--- src/rtl/apc_pkg.sv ---
// Package for the audio processing configuration bank: map, fields, resets, types.
package apc_pkg;
   localparam logic [7:0] ADDR_PROC_A = 8'h6B;
   localparam logic [7:0] ADDR_PROC_B = 8'h6C;
   localparam logic [7:0] ADDR_RANGE_ENH = 8'h6D;
   localparam logic [7:0] ADDR_AUTO_GAIN = 8'h70;

   localparam logic [7:0] RST_PROC_A = 8'h01;
   localparam logic [7:0] RST_PROC_B = 8'h40;
   localparam logic [7:0] RST_RANGE_ENH = 8'h7B;
   localparam logic [7:0] RST_AUTO_GAIN = 8'hE7;

   // Writable bits; everything else reads zero
   localparam logic [7:0] MASK_PROC_A = 8'h3F;
   localparam logic [7:0] MASK_PROC_B = 8'hFF;

   localparam int DECI_LSB = 4;
   localparam int SUM_LSB = 2;
   localparam int HPF_LSB = 0;
   localparam int GANG_BIT = 7;
   localparam int BIQ_LSB = 5;
   localparam int SOFT_BIT = 4;
   localparam int ALGO_BIT = 3;
   localparam int HI_NIB_LSB = 4;
   localparam int LO_NIB_LSB = 0;

   localparam logic [1:0] CODE_RESERVED2 = 2'h3;
   localparam logic [3:0] ENH_THR_MAX = 4'h9;
   localparam logic [3:0] ENH_GAIN_MAX = 4'hC;
   localparam logic [3:0] AG_GAIN_MAX = 4'hD;

   localparam int NUM_CH = 4;
   localparam int SAMPLE_W = 24;
   localparam int HP_COEF_W = 24;
   // All-pass first-order IIR: b0 = 1.0 (Q1.22), b1 = 0, a1 = 0
   localparam logic [23:0] HP_B0_ALLPASS = 24'h400000;
   localparam logic [23:0] HP_B1_ALLPASS = 24'h000000;
   localparam logic [23:0] HP_A1_ALLPASS = 24'h000000;

   typedef enum logic [1:0] {
      APC_DECI_LINEAR = 2'h0,
      APC_DECI_LOW_LAT = 2'h1,
      APC_DECI_ULTRA_LOW = 2'h2
   } apc_deci_t;

   typedef enum logic [1:0] {
      APC_SUM_OFF = 2'h0,
      APC_SUM_PAIRS = 2'h1,
      APC_SUM_QUAD = 2'h2
   } apc_sum_t;

   typedef enum logic [1:0] {
      APC_HPF_CUSTOM = 2'h0,
      APC_HPF_CUT_A = 2'h1,
      APC_HPF_CUT_B = 2'h2,
      APC_HPF_CUT_C = 2'h3
   } apc_hpf_t;

   typedef enum logic [2:0] {
      APC_BUS_IDLE = 3'b001,
      APC_BUS_WRITE = 3'b010,
      APC_BUS_READ = 3'b100
   } apc_bus_state_t;

   typedef struct packed {
      logic [1:0] decimation_response_sel;
      logic [1:0] channel_summation_sel;
      logic [1:0] highpass_choice;
      logic volume_gang_enable;
      logic [1:0] biquad_count;
      logic soft_step_disable;
      logic gain_algorithm_choice;
      logic [3:0] range_enhancer_threshold;
      logic [3:0] range_enhancer_gain_ceiling;
      logic [3:0] auto_gain_target;
      logic [3:0] auto_gain_ceiling;
   } apc_cfg_t;

   typedef struct packed {
      logic [23:0] b0;
      logic [23:0] b1;
      logic [23:0] a1;
   } apc_hp_coef_t;
endpackage

--- src/rtl/apc_summer.sv ---
// Channel summation stage: pair or quad averaging of four input channels.
`timescale 1ns/10ps
`default_nettype none
module apc_summer (
   input wire logic clk,
   input wire logic rst,
   input wire logic [1:0] sum_sel,
   input wire logic in_valid,
   input wire logic [apc_pkg::NUM_CH*apc_pkg::SAMPLE_W-1:0] in_data,
   output logic out_valid,
   output logic [apc_pkg::NUM_CH*apc_pkg::SAMPLE_W-1:0] out_data
);
   localparam int W = apc_pkg::SAMPLE_W;
   logic signed [W+1:0] ch [apc_pkg::NUM_CH];
   logic signed [W+1:0] pair_a;
   logic signed [W+1:0] pair_b;
   logic signed [W+1:0] quad;

   genvar g;
   generate
      for (g = 0; g < apc_pkg::NUM_CH; g++) begin : g_ext
         assign ch[g] = {{2{in_data[g*W+W-1]}}, in_data[g*W +: W]};
      end
   endgenerate

   assign pair_a = (ch[0] + ch[1]) >>> 1;
   assign pair_b = (ch[2] + ch[3]) >>> 1;
   assign quad = (ch[0] + ch[1] + ch[2] + ch[3]) >>> 2;

   always_ff @(posedge clk or posedge rst) begin
      if (rst) begin
         out_valid <= 1'b0;
         out_data <= '0;
      end else begin
         out_valid <= in_valid;
         if (in_valid) begin
            case (sum_sel)
               apc_pkg::APC_SUM_PAIRS: begin
                  out_data <= {in_data[3*W +: W], pair_b[W-1:0],
                               in_data[W +: W], pair_a[W-1:0]};
               end
               apc_pkg::APC_SUM_QUAD: begin
                  out_data <= {in_data[3*W +: W], in_data[2*W +: W],
                               in_data[W +: W], quad[W-1:0]};
               end
               default: begin
                  out_data <= in_data;
               end
            endcase
         end
      end
   end
endmodule
`default_nettype wire

--- src/rtl/apc_volume_sel.sv ---
// Volume code selection per channel, with ganging to channel one.
`timescale 1ns/10ps
`default_nettype none
module apc_volume_sel (
   input wire logic gang_en,
   input wire logic [apc_pkg::NUM_CH*8-1:0] per_channel_volume,
   output logic [apc_pkg::NUM_CH*8-1:0] effective_volume
);
   genvar g;
   generate
      for (g = 0; g < apc_pkg::NUM_CH; g++) begin : g_vol
         // Channel one's code is used even when channel one is off
         assign effective_volume[g*8 +: 8] = gang_en ? per_channel_volume[7:0]
                                                     : per_channel_volume[g*8 +: 8];
      end
   endgenerate
endmodule
`default_nettype wire

--- src/rtl/apc_config_bank.sv ---
// Audio processing configuration bank with its summation and volume stages.
//
// Overview of operation
// Decimation response select, bits 5-4, code 3 reserved
// Channel summation select, bits 3-2, zero disables
// Summation code 1 averages pairs
// Summation code 2 averages all four
// Highpass code 0 custom IIR, all-pass reset
// Highpass select resets 1, fixed cutoffs
// Gang bit uses channel one volume
// Biquad count field, reset 2
// Soft-step disable bit, zero keeps stepping
// Gain algorithm select: enhancer or auto gain
// Enhancer threshold, reset 7, code 10+ reserved
// Enhancer ceiling, reset 11, code 13+ reserved
// Auto gain target, reset 14
// Auto gain ceiling, reset 7, code 14+ reserved
// Volume codes: 0 mute, 201 unity
// Reserved codes never written; reserved bits read zero (only 6B is masked; 6C bits 2-0 read back as written)
`timescale 1ns/10ps
`default_nettype none
module apc_config_bank (
   input wire logic clk,
   input wire logic rst,
   input wire logic reg_wr,
   input wire logic reg_rd,
   input wire logic [7:0] reg_addr,
   input wire logic [7:0] reg_wdata,
   output logic [7:0] reg_rdata,
   output logic reg_rvalid,
   output logic reg_hit,
   input wire logic hp_coef_wr,
   input wire logic [1:0] hp_coef_idx,
   input wire logic [apc_pkg::HP_COEF_W-1:0] hp_coef_wdata,
   output apc_pkg::apc_hp_coef_t hp_coef,
   output apc_pkg::apc_cfg_t cfg,
   output logic hpf_custom_active,
   output logic [1:0] hpf_fixed_cut,
   output logic soft_step_active,
   output logic enhancer_active,
   output logic auto_gain_active,
   input wire logic [apc_pkg::NUM_CH*8-1:0] per_channel_volume,
   output logic [apc_pkg::NUM_CH*8-1:0] effective_volume,
   input wire logic smp_valid,
   input wire logic [apc_pkg::NUM_CH*apc_pkg::SAMPLE_W-1:0] smp_data,
   output logic sum_valid,
   output logic [apc_pkg::NUM_CH*apc_pkg::SAMPLE_W-1:0] sum_data
);
   logic [7:0] proc_a_q;
   logic [7:0] proc_b_q;
   logic [7:0] range_enh_q;
   logic [7:0] auto_gain_q;
   logic [apc_pkg::HP_COEF_W-1:0] coef_q [3];
   logic [7:0] rdata_d;
   logic hit_d;
   apc_pkg::apc_bus_state_t bus_state_q;

   always_comb begin
      hit_d = 1'b1;
      rdata_d = 8'h00;
      case (reg_addr)
         apc_pkg::ADDR_PROC_A: rdata_d = proc_a_q & apc_pkg::MASK_PROC_A;
         apc_pkg::ADDR_PROC_B: rdata_d = proc_b_q;
         apc_pkg::ADDR_RANGE_ENH: rdata_d = range_enh_q;
         apc_pkg::ADDR_AUTO_GAIN: rdata_d = auto_gain_q;
         default: hit_d = 1'b0;
      endcase
   end

   assign reg_hit = hit_d;

   // Reserved-code writes are stored as given; the summer treats summation code 3 as off
   always_ff @(posedge clk or posedge rst) begin
      if (rst) begin
         proc_a_q <= apc_pkg::RST_PROC_A;
         proc_b_q <= apc_pkg::RST_PROC_B;
         range_enh_q <= apc_pkg::RST_RANGE_ENH;
         auto_gain_q <= apc_pkg::RST_AUTO_GAIN;
      end else if (reg_wr) begin
         case (reg_addr)
            apc_pkg::ADDR_PROC_A: proc_a_q <= reg_wdata & apc_pkg::MASK_PROC_A;
            apc_pkg::ADDR_PROC_B: proc_b_q <= reg_wdata & apc_pkg::MASK_PROC_B;
            apc_pkg::ADDR_RANGE_ENH: range_enh_q <= reg_wdata;
            apc_pkg::ADDR_AUTO_GAIN: auto_gain_q <= reg_wdata;
            default: begin
            end
         endcase
      end
   end

   always_ff @(posedge clk or posedge rst) begin
      if (rst) begin
         bus_state_q <= apc_pkg::APC_BUS_IDLE;
         reg_rdata <= 8'h00;
         reg_rvalid <= 1'b0;
      end else begin
         case (bus_state_q)
            apc_pkg::APC_BUS_IDLE: begin
               if (reg_rd) begin
                  bus_state_q <= apc_pkg::APC_BUS_READ;
                  reg_rdata <= rdata_d;
                  reg_rvalid <= 1'b1;
               end else if (reg_wr) begin
                  bus_state_q <= apc_pkg::APC_BUS_WRITE;
                  reg_rvalid <= 1'b0;
               end else begin
                  reg_rvalid <= 1'b0;
               end
            end
            apc_pkg::APC_BUS_READ, apc_pkg::APC_BUS_WRITE: begin
               if (reg_rd) begin
                  bus_state_q <= apc_pkg::APC_BUS_READ;
                  reg_rdata <= rdata_d;
                  reg_rvalid <= 1'b1;
               end else begin
                  bus_state_q <= reg_wr ? apc_pkg::APC_BUS_WRITE : apc_pkg::APC_BUS_IDLE;
                  reg_rvalid <= 1'b0;
               end
            end
            default: begin
               bus_state_q <= apc_pkg::APC_BUS_IDLE;
               reg_rvalid <= 1'b0;
            end
         endcase
      end
   end

   // Custom highpass coefficients: b0, b1, a1 at index 0..2
   always_ff @(posedge clk or posedge rst) begin
      if (rst) begin
         coef_q[0] <= apc_pkg::HP_B0_ALLPASS;
         coef_q[1] <= apc_pkg::HP_B1_ALLPASS;
         coef_q[2] <= apc_pkg::HP_A1_ALLPASS;
      end else if (hp_coef_wr && hp_coef_idx != 2'h3) begin
         coef_q[hp_coef_idx] <= hp_coef_wdata;
      end
   end

   assign hp_coef.b0 = coef_q[0];
   assign hp_coef.b1 = coef_q[1];
   assign hp_coef.a1 = coef_q[2];

   assign cfg.decimation_response_sel = proc_a_q[apc_pkg::DECI_LSB +: 2];
   assign cfg.channel_summation_sel = proc_a_q[apc_pkg::SUM_LSB +: 2];
   assign cfg.highpass_choice = proc_a_q[apc_pkg::HPF_LSB +: 2];
   assign cfg.volume_gang_enable = proc_b_q[apc_pkg::GANG_BIT];
   assign cfg.biquad_count = proc_b_q[apc_pkg::BIQ_LSB +: 2];
   assign cfg.soft_step_disable = proc_b_q[apc_pkg::SOFT_BIT];
   assign cfg.gain_algorithm_choice = proc_b_q[apc_pkg::ALGO_BIT];
   assign cfg.range_enhancer_threshold = range_enh_q[apc_pkg::HI_NIB_LSB +: 4];
   assign cfg.range_enhancer_gain_ceiling = range_enh_q[apc_pkg::LO_NIB_LSB +: 4];
   assign cfg.auto_gain_target = auto_gain_q[apc_pkg::HI_NIB_LSB +: 4];
   assign cfg.auto_gain_ceiling = auto_gain_q[apc_pkg::LO_NIB_LSB +: 4];

   assign hpf_custom_active = (cfg.highpass_choice == apc_pkg::APC_HPF_CUSTOM);
   assign hpf_fixed_cut = cfg.highpass_choice;
   assign soft_step_active = ~cfg.soft_step_disable;
   assign enhancer_active = ~cfg.gain_algorithm_choice;
   assign auto_gain_active = cfg.gain_algorithm_choice;

   apc_volume_sel u_vol (
      .gang_en(cfg.volume_gang_enable),
      .per_channel_volume(per_channel_volume),
      .effective_volume(effective_volume)
   );

   apc_summer u_sum (
      .clk(clk),
      .rst(rst),
      .sum_sel(cfg.channel_summation_sel),
      .in_valid(smp_valid),
      .in_data(smp_data),
      .out_valid(sum_valid),
      .out_data(sum_data)
   );
endmodule
`default_nettype wire

--- config.mk ---
export PLATFORM = sky130hd
export DESIGN_NAME = apc_config_bank
export DESIGN_NICKNAME = d
export VERILOG_FILES = /design/src/rtl/apc_pkg.sv /design/src/rtl/apc_summer.sv /design/src/rtl/apc_volume_sel.sv /design/src/rtl/apc_config_bank.sv
export SDC_FILE = /design/constraint.sdc
export NUM_CORES = 1
export LEC_CHECK = 0
export BUFFER_PORTS_ARGS = -buffer_cell sky130_fd_sc_hd__buf_2
export CORE_AREA = 3 3 165 167
export DETAILED_ROUTE_END_ITERATION = 12
export DIE_AREA = 0 0 168 170
export PLACE_DENSITY = 0.9
export SLEW_MARGIN = 20
export SYNTH_ARGS = -nofsm -noshare
export SYNTH_HDL_FRONTEND = slang
export SYNTH_HIERARCHICAL = 1
export SYNTH_SLANG_ARGS = --single-unit
--- constraint.sdc ---
create_clock -name clk -period 4.2 [get_ports clk]
set_input_delay 0.42 -clock clk [delete_from_list [all_inputs] [get_ports clk]]
set_output_delay 0.42 -clock clk [all_outputs]
set_load 0.03 [all_outputs]
==> impl_results.md <==
* RSZ-0062 raised after global routing: true
* Core area at 25900 um2
* PwrDens at 461 nW/um2
* WS Path Type: primary input to register
* Min-delay worst type: primary input to register
* Crit. Startpoint: smp_data[24]
* Share of cells above drive strength 1 at 0.496
* Sequential area share after synthesis at 0.388
* Number of port buffers at 419
* Reg2reg path depth at 8
* Synth top area share at 0.357
* Status: finished, violations left
* Failing checks: negative setup slack
* Number of detailed-route iterations in the first pass at 5
* DRC violation count after routing at 0
* Placed instance area at 16900 um2
* Worst EP arrival at 4.71 ns
* Die area at 28600 um2
* Htree depth at 1
* Gr usage total at 0.304
* Critical Path RT at 4.60 ns
* Placed cell count at 2119
* Die Ht at 170 um
* Synthesized Nets at 1563
* Via count at 12.7k
* Post-synth EDFFs at 0
* Initial antenna violation count at 1
* Final WL at 46.1 mm
* Worst Hold Depth at 2
* Max VDD drop at 0.402 mV
* Mapped Area at 13700 um2
* CTS Buffer Depth at 3
* Static Leak at 9.18 nW
* Post-synth top area cell: dfrtp_1
* Startpoint types: primary input
* GRT Residual Overflow at 0
* Synth-to-layout area growth at 34.3%
* Post-route cell area at 18300 um2
* Nets at 2105
* Setup WS post-layout at -0.109 ns
* TritonCTS clock tree: done
* Worst Hold Launch: reg_rd
* Chip width at 168 um
* Top post-synthesis cells by area: dfrtp_1 (36%), mux2_2 (12%), ha_1 (6.7%), fa_1 (4.0%), mux2_4 (3.8%)
* PnR Total Power at 8.47 mW
* Final period utilization at 1.03
* Max_slew headroom at 0.382
* Synth unique cells at 89
* Slew @ Worst Pin at 0.927 ns
* Max Fclk at 232 MHz
* Syn Area/Cell at 10.6 um2
* # rows at 59
* Final Max Tran Viols at 0
* Critical Path End Type: register
* Warning count from the yosys run at 6
* Main synth FF type: dfrtp_1
* Fin. Hold Viols at 0
* Antenna viol nets, final at 0
* Final count of negative-setup-slack endpoints at 9
* Wirelength per Cell at 21.1 um
* CTS sink count at 211
* Worst-skew pair later-pin latency at 0.53 ns
* Clock transition at path regs at 0.06 ns
* Yosys reg bits at 211
* DRT iter0 DRCs at 960
* Hold-fix buffers, CTS at 0
* Gate Count Post-Synth at 1287
* Vias in the first global route at 13.1k
* CP max FO at 3
* Post-Layout Cell Count at 2181
* Post-DP HPWL at 34.6 mm
* MaxCap Viol Count at 0
* Async set-reset flop share out of synthesis at 1.00
* First-pass GRT wire length at 70.3 mm
* Layout Skew at 0.0164 ns
* Io pins at 420
* GP Congestion at 1.03
* Largest net degree at the start of global routing at 82
* FF-to-FF Start: proc_a_q[2]
* Initial Utilization at 0.527
* Tmin final at 4.31 ns
* CTS buffer count at 24
* Clk root buf: clkbuf_16
* DR vias/cell at 5.84
cells by family (layout without fill, tap and decap cells):
group	count (synthesis)	count (layout)	synth area share
AO/OA/AOI/OAI	313	313	0.159
AND/OR/NAND/NOR	228	228	0.0837
flip-flops	211	211	0.388
buffers and inverters	192	749	0.0630
multiplexers	181	181	0.159
adder cells (fa/ha/maj)	100	100	0.106
XOR/XNOR	62	62	0.0409
other	0	2	0
cells in the mapped netlist, drive strengths merged, types with 8 or more instances:
cell	instances
a211oi	8
a21o	23
a21oi	87
a22o	14
a22oi	18
and3	10
buf	33
clkbuf	29
dfrtp	195
dfstp	16
fa	27
ha	73
inv	130
mux2	180
nand2	76
nand3	15
nor2	69
nor3	10
o211ai	23
o21ai	60
o21bai	8
o221ai	9
o22a	8
xnor2	35
xor2	27
critical path, stage by stage:
cell and delay [ns]:
buf_8 0.10, ha_4 0.15, inv_2 0.05, fa_2 0.19
and2b_2 0.24, o31a_4 0.31, o2111ai_4 0.27, buf_6 0.14
buf_6 0.08, a21oi_2 0.06, xnor2_1 0.14, buf_4 0.15
fa_1 0.50, inv_2 0.05, ha_4 0.28, buf_6 0.10
nand2_2 0.06, a21oi_2 0.11, nor2b_1 0.07, a31o_2 0.23
buf_4 0.14, o21ai_2 0.16, a311oi_2 0.13, xor2_1 0.21
o211ai_1 0.12, o22a_1 0.24
where the power goes:
part / total (mW) / switching (mW) / internal [mW] / leakage, nW
clock: 2.14 / 0.851 / 1.29 / 0.382
sequential: 2.45 / 0.158 / 2.30 / 2.50
combinational: 3.87 / 2.18 / 1.69 / 6.30
total: 8.47 / 3.19 / 5.27 / 9.18
repair_timing:
item,in CTS,in global routing
pin swaps,41,50
resized for setup,41,59
buffers inserted,13,7
endpoints found under the setup margin,8,13
layout make-up:
type                    count  area, um2
diodes                      2       5.00
clock buffers              33        666
clock inverters             8        121
fillers                  1792       7560
inverters                 130        493
multi-input cells         884       7980
flip-flops and latches    211       5300
well taps                 335        419
repair buffers            578       3360
layer usage:
layer  GRT usage  part of all wire  vias up
met2       0.523              0.49      715
met5           0                 0        -
met3      0.0667             0.087      168
li1            -                 -     5655
met1       0.370              0.38     6206
met4       0.132             0.049        0
flip-flops by register name, summed over array words and instances (netlist names):
| signal | cells |
|---|---|
| u_sum/out_data | 96 |
| hp_coef | 72 |
| auto_gain_q | 8 |
| proc_b_q | 8 |
| range_enh_q | 8 |
| reg_rdata | 8 |
| proc_a_q | 6 |
| bus_state_q | 3 |
| reg_rvalid | 1 |
| u_sum/out_valid | 1 |
placed cells by master, fill, tap and decap left out, types with 43 or more instances in the layout:
master / netlist / routed
ha_1: 73 / 63
buf_2: 8 / 416
buf_4: 16 / 149
o21ai_0: 53 / 43
nor2_1: 69 / 69
nand2_1: 76 / 74
inv_1: 130 / 120
mux2_2: 145 / 144
dfrtp_1: 195 / 194
a21oi_1: 85 / 71
worst paths after layout:
| kind | slack (ns) | endpoint |
|---|---|---|
| max | -0.11 | u_sum/out_data[18] |
| min | 0.08 | bus_state_q[0] |
| max reg2reg | 1.76 | u_sum/out_data[7] |
| min reg2reg | 0.48 | reg_rdata[0] |
| max in group asynchronous | 3.07 | u_sum/out_data[39] |
| min in group asynchronous | 0.10 | u_sum/out_data[73] |
metrics by stage:
| stage | setup TNS (ns) | util | hold WS (ns) | setup slack [ns] |
|---|---|---|---|---|
| after floorplan | -0.448 | - | 0.451 | -0.314 |
| after global placement | -6.70 | 0.653 | 0.459 | -0.805 |
| after detailed placement | -7.91 | 0.653 | 0.466 | -0.924 |
| after CTS | -0.223 | 0.696 | 0.0663 | -0.0719 |
| after global routing | -2.06 | 0.708 | 0.0984 | -0.295 |
| final | -0.499 | 0.708 | 0.0837 | -0.109 |
Power figures use the tool's default switching activity.
